### config.mk
export PLATFORM = sky130hd
export DESIGN_NAME = lin_register_map_decoder
export DESIGN_NICKNAME = d
export VERILOG_FILES = /design/src/verilog/lin_regmap_pkg.sv /design/src/verilog/lin_register_map_decoder.sv
export SDC_FILE = /design/constraint.sdc
export NUM_CORES = 1
export LEC_CHECK = 0
export BUFFER_PORTS_ARGS = -buffer_cell sky130_fd_sc_hd__clkbuf_2
export CORE_AREA = 2 2 246 248
export CTS_CLUSTER_DIAMETER = 120
export CTS_CLUSTER_SIZE = 40
export DETAILED_ROUTE_END_ITERATION = 8
export DIE_AREA = 0 0 248 250
export MAX_ROUTING_LAYER = met4
export REMOVE_ABC_BUFFERS = 1
export SLEW_MARGIN = 10
export SYNTH_ARGS = -nofsm -noshare
export SYNTH_HDL_FRONTEND = slang
export SYNTH_SLANG_ARGS = --single-unit
### constraint.sdc
create_clock -name ref_clk -period 15.9 [get_ports ref_clk]
set_clock_uncertainty 0.2 [all_clocks]
set_input_delay 3.18 -clock ref_clk [delete_from_list [all_inputs] [get_ports ref_clk]]
set_output_delay 3.18 -clock ref_clk [all_outputs]
set_load 0.005 [all_outputs]
### src/verilog/lin_regmap_pkg.sv
// Constants for the LIN register bank of the alternator regulator.
// Assumes one core clock of 250 MHz; all users name items as pkg::name.
package lin_regmap_pkg;
    // Core clock period in picoseconds
    localparam int unsigned CLK_PERIOD_PS = 4000;
    // Communication timeout period in milliseconds (value chosen here)
    localparam int unsigned COMM_TIMEOUT_MS = 10;
    localparam int unsigned PS_PER_MS = 1000000000;

    // Response-select codes
    localparam logic [2:0] SEL_NONE_A = 3'h0;
    localparam logic [2:0] SEL_SETPOINT = 3'h1;
    localparam logic [2:0] SEL_BATTERY = 3'h2;
    localparam logic [2:0] SEL_DIE_TEMP = 3'h3;
    localparam logic [2:0] SEL_RSVD_LOW = 3'h4;
    localparam logic [2:0] SEL_ZEROS = 3'h5;
    localparam logic [2:0] SEL_RESERVED = 3'h6;
    localparam logic [2:0] SEL_NONE_B = 3'h7;

    // Defaults of the writable registers
    localparam logic [7:0] SETPOINT_DEFAULT = 8'h00;
    localparam logic BLIND_ZONE_DEFAULT = 1'b0;
    localparam logic [3:0] RISE_DEFAULT = 4'h0;
    localparam logic [3:0] CUTOFF_DEFAULT = 4'hf;
    localparam logic [6:0] LIMIT_DEFAULT = 7'h00;
    localparam logic [2:0] THERMAL_DEFAULT = 3'h0;
    localparam logic [2:0] SELECT_DEFAULT = 3'h0;
    localparam logic PARAMSET_DEFAULT = 1'b0;

    // Setpoint arithmetic, millivolts
    localparam logic [15:0] SETPOINT_BASE_MV = 16'h2968; // 10600 mV
    localparam logic [15:0] SETPOINT_STEP_MV = 16'h0019; // 25 mV
    localparam logic [15:0] SETPOINT_MAX_MV = 16'h3e80; // 16000 mV
    localparam logic [7:0] SETPOINT_LINEAR_TOP = 8'hd8; // 216

    // Field positions
    localparam int unsigned SET_A_LSB = 2;
    localparam int unsigned LIMIT_B_LSB = 1;

    // Current limit arithmetic, milliamps
    localparam logic [6:0] LIMIT_A_FLOOR_CODE = 7'h08;
    localparam logic [15:0] LIMIT_A_FLOOR_MA = 16'h07d0; // 2000 mA
    localparam logic [15:0] LIMIT_A_STEP_MA = 16'h00fa; // 250 mA
    localparam logic [15:0] LIMIT_B_STEP_MA = 16'h0064; // 100 mA
    localparam logic [6:0] LIMIT_B_TOP_CODE = 7'h6e; // 110
    localparam logic [15:0] LIMIT_B_TOP_MA = 16'h2af8; // 11000 mA

    // Ramp alpha factor in percent; ramp-off and no-cutoff codes
    localparam logic [3:0] ALPHA_LOW_PCT = 4'h3;
    localparam logic [3:0] ALPHA_HIGH_PCT = 4'hc;
    localparam logic [3:0] RAMP_OFF_CODE = 4'h0;
    localparam logic [3:0] CUTOFF_NEVER_CODE = 4'hf;
endpackage

### src/verilog/lin_register_map_decoder.sv
// Register bank between the LIN frame logic and the regulator core.
// Assumes frame fields, strobes and measurements come from logic on
// ref_clk, so none of them is synchronised here.
//
// Functional notes
// - Timeout without valid frame restores all writable registers to defaults.
// - RX fields load registers only when the select field is not 110.
// - TX3 fields are valid only while the echoed select is not 110.
// - Version A: setpoint bits 7..2 from six-bit field, low bits zero.
// - Version B: setpoint loads all eight bits from the field.
// - Cool: setpoint 10.6 V plus 25 mV per step, clamped at 16 V above 216.
// - Hot with code above 216: 16 V minus slope times temperature excess.
// - Version A rise time: 0 disables, code n gives n seconds.
// - Version B rise time: 0.25/0.5/0.75, 1..10, 12 and 15 seconds.
// - Speed cutoff 2400 to 8000 rpm; code 1111 never cuts off.
// - Blind zone bit selects alpha 3 percent or 12 percent.
// - Version A limit: low five bits from field, 0.25 A per step.
// - Version B limit: seven bits from field bits 7..1, 0.1 A per step.
// - Version A cap: none at 0, 2 A below 8, else code times 0.25 A.
// - Version B cap: none at 0, 0.1 A steps, 11 A at 110, none above.
// - Removed or raised cap with ramp enabled engages the ramp.
// - TX3 byte by select: setpoint, battery, die temp, zeros.
// - Select 000 or 111 sends zeros and defaults zone, thermal, paramset.
// - Version A select 001: setpoint bits 7..2 in byte bits 5..0.
// - Version B select 001: full setpoint in the byte.
// - Fine current goes to TX3 current field in both versions.
// - Version A coarse current goes to the TX1 current field.
// - Failure and timeout flags stick until read; others follow live.
`timescale 1ns/1ps

module lin_register_map_decoder #(
    parameter int unsigned TIMEOUT_CYCLES = (lin_regmap_pkg::COMM_TIMEOUT_MS
        * (lin_regmap_pkg::PS_PER_MS / lin_regmap_pkg::CLK_PERIOD_PS)),
    parameter int unsigned SLOPE_W = 8
) (
    input wire logic ref_clk,
    input wire logic nrst,
    input wire logic clkEn,
    input wire logic versionB,
    input wire logic rxFrameValid,
    input wire logic [7:0] setpoint_rx_field,
    input wire logic zoneRxField,
    input wire logic [3:0] rise_rx_field,
    input wire logic [3:0] cutoff_rx_field,
    input wire logic [7:0] limitRxField,
    input wire logic [2:0] select_rx_field,
    input wire logic [2:0] thermal_rx_field,
    input wire logic paramset_rx_field,
    input wire logic commErrorPulse,
    input wire logic flagReadPulse,
    input wire logic dieHot,
    input wire logic [7:0] hotExcessDeg,
    input wire logic [SLOPE_W-1:0] hot_derating_slope,
    input wire logic hot_die_flag,
    input wire logic rotor_fault_flag,
    input wire logic electrical_fault_flag,
    input wire logic [4:0] field_duty_readback,
    input wire logic [5:0] field_current_coarse,
    input wire logic [7:0] field_current_fine,
    input wire logic [7:0] battery_voltage_readback,
    input wire logic [7:0] die_temp_readback,
    output logic [7:0] voltage_setpoint_reg,
    output logic ramp_blind_zone,
    output logic [3:0] ramp_rise_time,
    output logic [3:0] ramp_speed_cutoff,
    output logic [6:0] excitation_limit_reg,
    output logic [2:0] thermal_threshold_adjust,
    output logic [2:0] response_select_code,
    output logic parameter_set_select,
    output logic defaultMode,
    output logic [15:0] regulation_setpoint_volts,
    output logic [15:0] riseTimeMs,
    output logic rampEnabled,
    output logic [15:0] cutoffRpm,
    output logic cutoffActive,
    output logic [3:0] ramp_alpha_zone,
    output logic [15:0] excitation_current_cap,
    output logic capActive,
    output logic rampEngage,
    output logic comm_failure_flag,
    output logic comm_timeout_flag,
    output logic [7:0] tx3_selectable_byte,
    output logic [2:0] tx3_indicator_echo,
    output logic [7:0] tx3_current_field,
    output logic [5:0] tx1_current_field,
    output logic [4:0] tx1DutyField,
    output logic [4:0] tx3DutyField,
    output logic [4:0] tx1FlagField,
    output logic [4:0] tx3FlagField,
    output logic tx3Valid
);
    // Elaboration check: a zero timeout would wrap the compare value to all ones
    if (TIMEOUT_CYCLES < 1 || SLOPE_W < 1 || SLOPE_W > 8) begin : g_chk
        $error("lin_register_map_decoder: bad parameter value");
    end

    // Rise time in milliseconds; both versions share code 0 as off
    function automatic logic [15:0] rise_ms(input logic verB,
                                            input logic [3:0] code);
        logic [15:0] ms;
        ms = 16'h0000;
        if (!verB) begin
            ms = 16'({12'h000, code} * 16'h03e8);
        end else begin
            unique case (code)
                4'h0: ms = 16'h0000;
                4'h1: ms = 16'h00fa;
                4'h2: ms = 16'h01f4;
                4'h3: ms = 16'h02ee;
                4'he: ms = 16'h2ee0;
                4'hf: ms = 16'h3a98;
                default: ms = 16'((code - 4'h3) * 16'h03e8);
            endcase
        end
        return ms;
    endfunction

    // Rotor speed cutoff in rpm; the top code means no cutoff
    function automatic logic [15:0] cutoff_rpm(input logic [3:0] code);
        logic [15:0] rpm;
        rpm = 16'h0000;
        unique case (code)
            4'h0: rpm = 16'h0960;
            4'h1: rpm = 16'h09e2;
            4'h2: rpm = 16'h0a6e;
            4'h3: rpm = 16'h0b04;
            4'h4: rpm = 16'h0bb8;
            4'h5: rpm = 16'h0c80;
            4'h6: rpm = 16'h0d66;
            4'h7: rpm = 16'h0e6a;
            4'h8: rpm = 16'h0fa0;
            4'h9: rpm = 16'h1108;
            4'ha: rpm = 16'h12c0;
            4'hb: rpm = 16'h14d2;
            4'hc: rpm = 16'h1770;
            4'hd: rpm = 16'h1acc;
            4'he: rpm = 16'h1f40;
            4'hf: rpm = 16'h0000;
        endcase
        return rpm;
    endfunction

    // Current cap in mA; bit 16 set means a cap applies
    function automatic logic [16:0] cap_ma(input logic verB,
                                           input logic [6:0] code);
        logic [16:0] r;
        r = 17'h00000;
        if (code == 7'h00) begin
            r = 17'h00000;
        end else if (!verB) begin
            if (code < lin_regmap_pkg::LIMIT_A_FLOOR_CODE) begin
                r = {1'b1, lin_regmap_pkg::LIMIT_A_FLOOR_MA};
            end else begin
                r = {1'b1, 16'({9'h000, code}
                    * lin_regmap_pkg::LIMIT_A_STEP_MA)};
            end
        end else if (code < lin_regmap_pkg::LIMIT_B_TOP_CODE) begin
            r = {1'b1, 16'({9'h000, code} * lin_regmap_pkg::LIMIT_B_STEP_MA)};
        end else if (code == lin_regmap_pkg::LIMIT_B_TOP_CODE) begin
            r = {1'b1, lin_regmap_pkg::LIMIT_B_TOP_MA};
        end else begin
            r = 17'h00000;
        end
        return r;
    endfunction

    // Frame acceptance and select classes
    wire logic frameTaken = rxFrameValid && clkEn;
    wire logic rxLoad = frameTaken
        && (select_rx_field != lin_regmap_pkg::SEL_RESERVED);
    wire logic rxIgnoreSet = (select_rx_field == lin_regmap_pkg::SEL_NONE_A)
        || (select_rx_field == lin_regmap_pkg::SEL_NONE_B);

    wire logic [7:0] setpointIn = versionB ? setpoint_rx_field
        : {setpoint_rx_field[5:0], 2'b00};
    wire logic [6:0] limitIn = versionB
        ? limitRxField[7:lin_regmap_pkg::LIMIT_B_LSB]
        : {2'b00, limitRxField[4:0]};

    // Timeout counter
    logic [31:0] idleCount_reg;
    wire logic timeoutHit = clkEn && !rxLoad
        && (idleCount_reg == 32'(TIMEOUT_CYCLES - 1));

    always_ff @(posedge ref_clk or negedge nrst) begin
        if (!nrst) begin
            idleCount_reg <= 32'h00000000;
        end else if (clkEn) begin
            if (rxLoad || timeoutHit) begin
                idleCount_reg <= 32'h00000000;
            end else begin
                idleCount_reg <= idleCount_reg + 32'h00000001;
            end
        end
    end

    // Writable registers
    // timeout restores defaults
    always_ff @(posedge ref_clk or negedge nrst) begin
        if (!nrst) begin
            voltage_setpoint_reg <= lin_regmap_pkg::SETPOINT_DEFAULT;
            ramp_rise_time <= lin_regmap_pkg::RISE_DEFAULT;
            ramp_speed_cutoff <= lin_regmap_pkg::CUTOFF_DEFAULT;
            excitation_limit_reg <= lin_regmap_pkg::LIMIT_DEFAULT;
            response_select_code <= lin_regmap_pkg::SELECT_DEFAULT;
        end else if (timeoutHit) begin
            voltage_setpoint_reg <= lin_regmap_pkg::SETPOINT_DEFAULT;
            ramp_rise_time <= lin_regmap_pkg::RISE_DEFAULT;
            ramp_speed_cutoff <= lin_regmap_pkg::CUTOFF_DEFAULT;
            excitation_limit_reg <= lin_regmap_pkg::LIMIT_DEFAULT;
            response_select_code <= lin_regmap_pkg::SELECT_DEFAULT;
        end else if (rxLoad) begin
            voltage_setpoint_reg <= setpointIn;
            ramp_rise_time <= rise_rx_field;
            ramp_speed_cutoff <= cutoff_rx_field;
            excitation_limit_reg <= limitIn;
            response_select_code <= select_rx_field;
        end
    end

    // Zone, thermal and parameter set also fall back on select 000/111
    // ignored-select defaults
    always_ff @(posedge ref_clk or negedge nrst) begin
        if (!nrst) begin
            ramp_blind_zone <= lin_regmap_pkg::BLIND_ZONE_DEFAULT;
            thermal_threshold_adjust <= lin_regmap_pkg::THERMAL_DEFAULT;
            parameter_set_select <= lin_regmap_pkg::PARAMSET_DEFAULT;
        end else if (timeoutHit || (rxLoad && rxIgnoreSet)) begin
            ramp_blind_zone <= lin_regmap_pkg::BLIND_ZONE_DEFAULT;
            thermal_threshold_adjust <= lin_regmap_pkg::THERMAL_DEFAULT;
            parameter_set_select <= lin_regmap_pkg::PARAMSET_DEFAULT;
        end else if (rxLoad) begin
            ramp_blind_zone <= zoneRxField;
            thermal_threshold_adjust <= thermal_rx_field;
            parameter_set_select <= paramset_rx_field;
        end
    end

    // Default operation holds from timeout until the next good frame
    always_ff @(posedge ref_clk or negedge nrst) begin
        if (!nrst) begin
            defaultMode <= 1'b1;
        end else if (timeoutHit) begin
            defaultMode <= 1'b1;
        end else if (rxLoad) begin
            defaultMode <= 1'b0;
        end
    end

    // Sticky flags; a set in the clearing cycle wins over the read
    // latched until read
    wire logic failNext = (clkEn && commErrorPulse)
        || (comm_failure_flag && !(clkEn && flagReadPulse));
    wire logic ctoNext = timeoutHit
        || (comm_timeout_flag && !(clkEn && flagReadPulse));

    always_ff @(posedge ref_clk or negedge nrst) begin
        if (!nrst) begin
            comm_failure_flag <= 1'b0;
            comm_timeout_flag <= 1'b0;
        end else begin
            comm_failure_flag <= failNext;
            comm_timeout_flag <= ctoNext;
        end
    end

    // Setpoint arithmetic; the hot reduction saturates at zero volts
    // linear range and clamp
    wire logic [15:0] linearMv = 16'(lin_regmap_pkg::SETPOINT_BASE_MV
        + 16'({8'h00, voltage_setpoint_reg}
        * lin_regmap_pkg::SETPOINT_STEP_MV));
    wire logic setpointHigh =
        voltage_setpoint_reg > lin_regmap_pkg::SETPOINT_LINEAR_TOP;
    wire logic [15:0] hotDropMv = 16'({8'h00, hotExcessDeg}
        * {8'h00, 8'(hot_derating_slope)});
    wire logic [15:0] hotMv = (hotDropMv >= lin_regmap_pkg::SETPOINT_MAX_MV)
        ? 16'h0000 : 16'(lin_regmap_pkg::SETPOINT_MAX_MV - hotDropMv);
    wire logic [15:0] setpointNext = !setpointHigh ? linearMv
        : (dieHot ? hotMv : lin_regmap_pkg::SETPOINT_MAX_MV);

    wire logic [16:0] capDec = cap_ma(versionB, excitation_limit_reg);
    wire logic capNext = capDec[16] && !defaultMode;
    wire logic [15:0] capMaNext = capNext ? capDec[15:0] : 16'h0000;
    wire logic rampNext = ramp_rise_time != lin_regmap_pkg::RAMP_OFF_CODE;
    // cap removed or raised while ramp is on
    wire logic engageNext = rampNext && capActive
        && (!capNext || (capMaNext > excitation_current_cap));

    // Decoded control values for the regulator core
    always_ff @(posedge ref_clk or negedge nrst) begin
        if (!nrst) begin
            regulation_setpoint_volts <= 16'h0000;
            riseTimeMs <= 16'h0000;
            rampEnabled <= 1'b0;
            cutoffRpm <= 16'h0000;
            cutoffActive <= 1'b0;
            ramp_alpha_zone <= lin_regmap_pkg::ALPHA_LOW_PCT;
            excitation_current_cap <= 16'h0000;
            capActive <= 1'b0;
            rampEngage <= 1'b0;
        end else if (clkEn) begin
            regulation_setpoint_volts <= setpointNext;
            riseTimeMs <= rise_ms(versionB, ramp_rise_time);
            rampEnabled <= rampNext;
            cutoffRpm <= cutoff_rpm(ramp_speed_cutoff);
            cutoffActive <=
                ramp_speed_cutoff != lin_regmap_pkg::CUTOFF_NEVER_CODE;
            ramp_alpha_zone <= ramp_blind_zone
                ? lin_regmap_pkg::ALPHA_HIGH_PCT
                : lin_regmap_pkg::ALPHA_LOW_PCT;
            excitation_current_cap <= capMaNext;
            capActive <= capNext;
            rampEngage <= engageNext;
        end else begin
            rampEngage <= 1'b0;
        end
    end

    // TX3 selectable byte by echoed select
    // setpoint echo by version
    wire logic [7:0] setpointEcho = versionB ? voltage_setpoint_reg
        : {2'b00, voltage_setpoint_reg[7:lin_regmap_pkg::SET_A_LSB]};
    wire logic [7:0] selByte =
        (response_select_code == lin_regmap_pkg::SEL_SETPOINT) ? setpointEcho
        : (response_select_code == lin_regmap_pkg::SEL_BATTERY)
            ? battery_voltage_readback
        : (response_select_code == lin_regmap_pkg::SEL_DIE_TEMP)
            ? die_temp_readback
        : 8'h00;
    wire logic [4:0] flagBus = {comm_timeout_flag, comm_failure_flag,
        electrical_fault_flag, rotor_fault_flag, hot_die_flag};

    // Transmit fields
    always_ff @(posedge ref_clk or negedge nrst) begin
        if (!nrst) begin
            tx3_selectable_byte <= 8'h00;
            tx3_indicator_echo <= lin_regmap_pkg::SELECT_DEFAULT;
            tx3_current_field <= 8'h00;
            tx1_current_field <= 6'h00;
            tx1DutyField <= 5'h00;
            tx3DutyField <= 5'h00;
            tx1FlagField <= 5'h00;
            tx3FlagField <= 5'h00;
        end else if (clkEn) begin
            tx3_selectable_byte <= selByte;
            tx3_indicator_echo <= response_select_code;
            tx3_current_field <= field_current_fine;
            tx1_current_field <= versionB ? 6'h00 : field_current_coarse;
            tx1DutyField <= field_duty_readback;
            tx3DutyField <= field_duty_readback;
            tx1FlagField <= flagBus;
            tx3FlagField <= flagBus;
        end
    end

    assign tx3Valid = tx3_indicator_echo != lin_regmap_pkg::SEL_RESERVED;

    // Checks kept beside the logic
    a_timeout_default: assert property (@(posedge ref_clk)
        disable iff (!nrst) timeoutHit |=> defaultMode && comm_timeout_flag
            && voltage_setpoint_reg == lin_regmap_pkg::SETPOINT_DEFAULT)
        else $error("timeout did not restore defaults");
    a_reserved_noload: assert property (@(posedge ref_clk)
        disable iff (!nrst)
        frameTaken && select_rx_field == lin_regmap_pkg::SEL_RESERVED
            && !timeoutHit |=> $stable(voltage_setpoint_reg))
        else $error("reserved select loaded registers");
    a_setpoint_vera: assert property (@(posedge ref_clk)
        disable iff (!nrst) rxLoad && !timeoutHit && !versionB
            |=> voltage_setpoint_reg == {$past(setpoint_rx_field[5:0]), 2'b00})
        else $error("version A setpoint load wrong");
    a_limit_verb: assert property (@(posedge ref_clk)
        disable iff (!nrst) rxLoad && !timeoutHit && versionB
            |=> excitation_limit_reg == $past(limitRxField[7:1]))
        else $error("version B limit load wrong");
    a_setpoint_clamp: assert property (@(posedge ref_clk)
        disable iff (!nrst) clkEn && setpointHigh && !dieHot
            |=> regulation_setpoint_volts == lin_regmap_pkg::SETPOINT_MAX_MV)
        else $error("setpoint not clamped to 16 V");
    a_ignore_defaults: assert property (@(posedge ref_clk)
        disable iff (!nrst) rxLoad && rxIgnoreSet |=> !ramp_blind_zone
            && !parameter_set_select && thermal_threshold_adjust == 3'h0)
        else $error("select 000/111 kept zone settings");
    a_default_nocap: assert property (@(posedge ref_clk)
        disable iff (!nrst) clkEn && defaultMode |=> !capActive)
        else $error("cap applied in default operation");
    a_flag_sticky: assert property (@(posedge ref_clk)
        disable iff (!nrst) comm_failure_flag && !flagReadPulse
            ##1 !flagReadPulse |-> comm_failure_flag)
        else $error("failure flag dropped without read");
    a_tx3_zero_sel: assert property (@(posedge ref_clk)
        disable iff (!nrst)
        clkEn && response_select_code == lin_regmap_pkg::SEL_ZEROS
            |=> tx3_selectable_byte == 8'h00)
        else $error("select 101 byte not zero");
    a_ramp_engage: assert property (@(posedge ref_clk)
        disable iff (!nrst) rampEngage |-> rampEnabled && $past(capActive))
        else $error("ramp engaged without enabled ramp");
endmodule // lin_register_map_decoder

# Yosys cells after proc, flatten, opt, wreduce, memory -nomap -nowiden
# Memories as Yosys holds them, arrays and structs flattened. A register that Yosys moved wholly into a read port is not among the register bits.
# Cells that the tools add are included.
totals:
  register_bits: 173
  latchBits: 0
  ram_bits: 0
  romBits: 192
  inputBits: 94
  output_inout_bits: 152
  wordCells: 125
  memories: 1
memory_table:
  columns: ["name", "words", "word_bits", "rd", "rd_clocked_by_memory_dff", "write_ports", "line_no", "rtl"]
  rows:
  - ["(name not given)", 16, 12, 1, 1, 0, "lin_register_map_decoder.sv:122", "unique case (code)"]
op_classes:
  n_addsub: 4
  mul: 6
  div: 0
  magnitude_cmp: 5
  eq_ne: 14
  shifts: 0
  n_mux: 39
  bitwise: 0
  n_reduce_logical: 29
op_table:
  columns: ["cell", "n"]
  rows:
  - ["$pmux W16 S6", 1]
  - ["$mux W16", 5]
  - ["$mux W17", 4]
  - ["$mux W8", 7]
  - ["$add A32 B1 Y32 const B", 1]
  - ["$eq A32 B22 Y1 const B", 1]
  - ["$mux W32", 1]
  - ["$mux W7", 3]
  - ["$mux W4", 5]
  - ["$ge A16 B14 Y1 const B", 1]
  - ["$gt A16 B16 Y1", 1]
  - ["$mul A16 B7 Y13 const B", 1]
  - ["$mul A8 B8 Y16", 1]
  - ["$sub A14 B16 Y16 const A", 1]
  - ["$add A14 B13 Y15 const A", 1]
  - ["$mux W15", 1]
  - ["$mul A7 B7 Y14 const B", 1]
  - ["$mul A8 B5 Y13 const B", 1]
  - ["$logic_and A1 B1 Y1", 12]
  - ["$mul A7 B5 Y12 const B", 1]
  - ["$mux W3", 4]
  - ["$mul A4 B7 Y11 const B", 1]
  - ["$eq A4 B2 Y1 const B", 2]
  - ["$eq A4 B4 Y1 const B", 2]
  - ["other kinds (20)", 38]

# Depth between registers and ports, before layout
logic_depth:
  ltp_word: 11
  mapped_depth: 23
  ltp_nobuf: 23

# Worst setup path before layout
# OpenSTA, ideal clock, no wires.
synth_path:
  kind: "input to register"
  start: "input port hotExcessDeg[5]"
  end: "register regulation_setpoint_volts[13]"
  arrival_time_ps: 7295
  t_required_ps: 15575
  path_slack_ps: 8280
  path_stages: 18
  cell_sequence: "clkbuf_1 -> nand2_1 -> fa_1 -> inv_1 -> fa_1 -> inv_1 -> fa_1 -> inv_1 -> fa_1 -> ha_1 -> o21a_1 -> o21ai_0 -> o31ai_2 -> xor2_1 -> and4_4 -> and2b_1 -> xnor2_1 -> o21ai_1"
synth_between:
  elab_chain_len: 5
  word_cells_on_any_way: 6
  cone_classes: "add/sub (1); mul (1); order compare (1); mux (3)"
synth_lines:
  columns: ["item", "line_no", "rtl"]
  rows:
  - ["start, declared", "lin_register_map_decoder.sv:52", "input wire logic [7:0] hotExcessDeg,"]
  - ["$mul A8 B8 Y16 *", "lin_register_map_decoder.sv:275", "* {8'h00, 8'(hot_derating_slope)});"]
  - ["$sub A14 B16 Y16 or $ge A16 B14 Y1 (tied branches)", "lin_register_map_decoder.sv:277, lin_register_map_decoder.sv:276", null]
  - ["$mux W16 *", "lin_register_map_decoder.sv:277", "? 16'h0000 : 16'(lin_regmap_pkg::SETPOINT_MAX_MV - hotDropMv);"]
  - ["$mux W16 *", "lin_register_map_decoder.sv:279", ": (dieHot ? hotMv : lin_regmap_pkg::SETPOINT_MAX_MV);"]
  - ["$mux W16 *", "lin_register_map_decoder.sv:278", "wire logic [15:0] setpointNext = !setpointHigh ? linearMv"]
  - ["end signal, assigned", "lin_register_map_decoder.sv:302", "regulation_setpoint_volts <= setpointNext;"]
  - ["end, declared", "lin_register_map_decoder.sv:71", "output logic [15:0] regulation_setpoint_volts,"]
# Mark *: on every way between the ends. The rest lies on a longest branch, timed or not.
# A chain may end at the register's enable or synchronous reset.

# Worst setup path after layout
layout_path:
  start: "input port hot_derating_slope[7]"
  end: "register regulation_setpoint_volts[13]"
layout_between:
  elab_chain_len: 5
  word_cells_on_any_way: 6
  cone_classes: "add/sub (1); mul (1); order compare (1); mux (3)"
layout_lines:
  columns: ["item", "line_no", "rtl"]
  rows:
  - ["start, declared", "lin_register_map_decoder.sv:53", "input wire logic [SLOPE_W-1:0] hot_derating_slope,"]
  - ["$mul A8 B8 Y16 *", "lin_register_map_decoder.sv:275", null]
  - ["$sub A14 B16 Y16 or $ge A16 B14 Y1 (tied branches)", "lin_register_map_decoder.sv:277, lin_register_map_decoder.sv:276", null]
  - ["$mux W16 *", "lin_register_map_decoder.sv:277", null]
  - ["$mux W16 *", "lin_register_map_decoder.sv:279", null]
  - ["$mux W16 *", "lin_register_map_decoder.sv:278", null]
# Marked as above.

==> reports/metrics.cfg <==
[status]
status=completed

[timing]
period_minus_slack_ns=7.54
tightest_slew_ns=0.996
hold_viol=0
fin_setup_tns_ns=0
max_freq_ghz=0.133
relSlewSlack_pct=33.6
period_share_pct=47.4
finalSetupViolCount=0
rsz0062_at_grt=false
maxSlewViolCount=0

[synthesis]
ys_warn_count=0
synth.area.top_cells=dfrtp_1 27%, ha_1 17%, fa_1 11%
synth_top_area_share_pct=27.0
avgSynthCellArea_um2=9.28
synth-edff-count=0
synthDistinctLibCells=75
synth.largest_area_cell=dfrtp_1
ys_seq_elements=164
seq_area_frac_synth_pct=28.0
syn-cell-area_um2=14700
synth_cells=1580
synthArstFlopShare_pct=100
synthFlopType=dfrtp_1

[worst_hold_path]
min_delay_path_depth=2
hp-class=reg2reg

[flow_run]
drv_cap=0

[pwr]
power_density_nw_per_um2=161
power_leakage_uw=0.00857
irDropWorstVdd_mv=0.0990

[floorplan]
pin_count=246
die_area_um2=62000
design.core.area_um2=59600
row_count=90
die_w_um=248
die_y_um=250
start_util_pct=24.6

[detailed_routing]
route.detailed.drc=0
vias=11700
drtIter0Drc=514
route.met3.wl_um=3040
top_layer_used=met4
dr.pass1.iters=4
vias_per_cell=4.52
final_antenna_net_count=0
drt-met1-wl_um=18700
wl_per_cell_um=15.9
met2_length_um=18700
wl_um=40900

[finish]
finalNetCount=2147
multi_input_area_um2=9480
drive_gt1_share_pct=20.2
largest_reg_flops=32
area_growth_pct=17.5
fillCellCount=6279
design_area_um2=17200
regArea_um2=4110

[grt]
antenna_found_initial=2
grt_util_all_layers_pct=13.7
grt_pass1_wl_um=64600
grt_start_max_net_pins=104
grt_pass1_vias=11900
grt-ovfl-total=0

[cts]
path_clk_slew_ns=0.07
cts_buffer_depth=2
clock_sinks=164
cts_repair_resize_count=0
htreeDepth=4
cts-root-buf=clkbuf_16
cts_buffers=17
cts_tree=yes
worstSkewPairLatency_ns=0.44
ctsHoldBuffers=0
cts_setup_buffers=0

[critical_path]
worstSetupStartpointType=input pin
crit_type=in2reg
r2r_cells=21
worstPathRequired_ns=16.03
crit_path_end_kind=flop
arrival_ns=7.67
critPathMaxFanout=8

[placement]
hpwlAfterDp_um=32500
gp_congestion=0.869
placed_cell_area_um2=16600
io_buffers=238

## worst paths after layout
path | startpoint | endpoint | slack (ns)
max in group asynchronous | nrst | idleCount_reg[6] | 11.36
hold reg to reg | ramp_alpha_zone[1] | ramp_alpha_zone[1] | 0.29
hold / removal | ramp_alpha_zone[1] | ramp_alpha_zone[1] | 0.29
setup / recovery | hot_derating_slope[7] | regulation_setpoint_volts[13] | 8.36
min in group asynchronous | nrst | excitation_current_cap[12] | 2.59
setup reg to reg | excitation_limit_reg[4] | rampEngage | 9.74
## layer usage
metal / vias up / global-route usage (%)
met5: - / -
met4: 0 / 3.01
met3: 26 / 3.93
met2: 293 / 21.7
met1: 5623 / 17.3
li1: 5718 / -
## layout by cell type, fill, tap and decap left out, types with 16 or more instances in the layout
cell type / Yosys / final
clkbuf_2: 0 / 235
inv_1: 205 / 205
ha_1: 196 / 196
dfrtp_1: 158 / 158
nand2_1: 149 / 149
nor2_1: 91 / 90
fa_1: 77 / 77
o21ai_0: 76 / 76
a21oi_1: 69 / 69
xnor2_1: 54 / 54
mux2_2: 45 / 45
xor2_1: 39 / 39
and2_1: 35 / 35
nand3_1: 30 / 30
o22ai_1: 28 / 28
a21o_1: 22 / 22
mux2i_1: 20 / 20
clkbuf_16: 0 / 17
nor3_1: 16 / 16
## stage by stage
| step | hold slack [ns] | setup WS, ns | instances | utilization, % | total power [µW] |
|---|---|---|---|---|---|
| floorplan | 0.255 | 8.44 | 1514 | - | 1860 |
| global placement | 0.273 | 8.02 | 2543 | 27.9 | 2290 |
| detailed placement | 0.290 | 7.90 | 2543 | 27.9 | 2330 |
| CTS | 0.304 | 8.38 | 2575 | 28.9 | 2800 |
| global route | 0.323 | 8.10 | 2577 | 28.9 | 3070 |
| finish | 0.294 | 8.36 | 2577 | 28.9 | 2770 |
## cell families (layout without fill, tap and decap cells)
group,count (synthesis),in the layout,synth area share [%]
compound gates,302,302,13.5
xor+xnor,93,93,5.55
fa+ha+maj,273,273,27.2
buf+inv,277,484,7.57
flops,164,164,28.0
mux,66,66,4.97
other cells,1,9,0.0256
simple gates,404,404,13.1
## worst max-delay path, cell delays in order
cell and delay [ns]:
clkbuf_2 0.17, nand2_1 0.10, fa_1 0.54, inv_1 0.06, fa_1 0.52, inv_1 0.06, fa_1 0.54, inv_1 0.06
fa_1 0.47, ha_1 0.40, o21a_1 0.14, o21ai_0 0.11, o31ai_2 0.41, xor2_1 0.27, and4_4 0.28, and2b_1 0.15
xnor2_1 0.12, o21ai_1 0.09
## cell usage after synthesis, drive strengths merged (20+ instances only)
master,number
nand2,150
o21ai,86
mux2i,20
clkbuf,44
xor2,39
and2,36
a21o,22
fa,77
ha,196
dfrtp,158
nand3,30
buf,28
o22ai,28
nor2,91
mux2,45
inv,205
a21oi,70
xnor2,54
## layout make-up
| cell class | instances | area share [%] |
|---|---|---|
| clock inverter | 12 | 0.893 |
| clock buffer | 20 | 2.65 |
| tap | 782 | 5.68 |
| multi-input combinational | 1145 | 55.0 |
| antenna | 2 | 0.0290 |
| inverter | 205 | 4.47 |
| timing repair buffer | 247 | 7.39 |
| sequential | 164 | 23.9 |
## power breakdown
group,switching (µW),internal (µW),total [µW]
sequential,83.9,497,581
combinational,955,791,1750
clock,198,246,445
total,1240,1530,2770
Power figures use the tool's default switching activity.
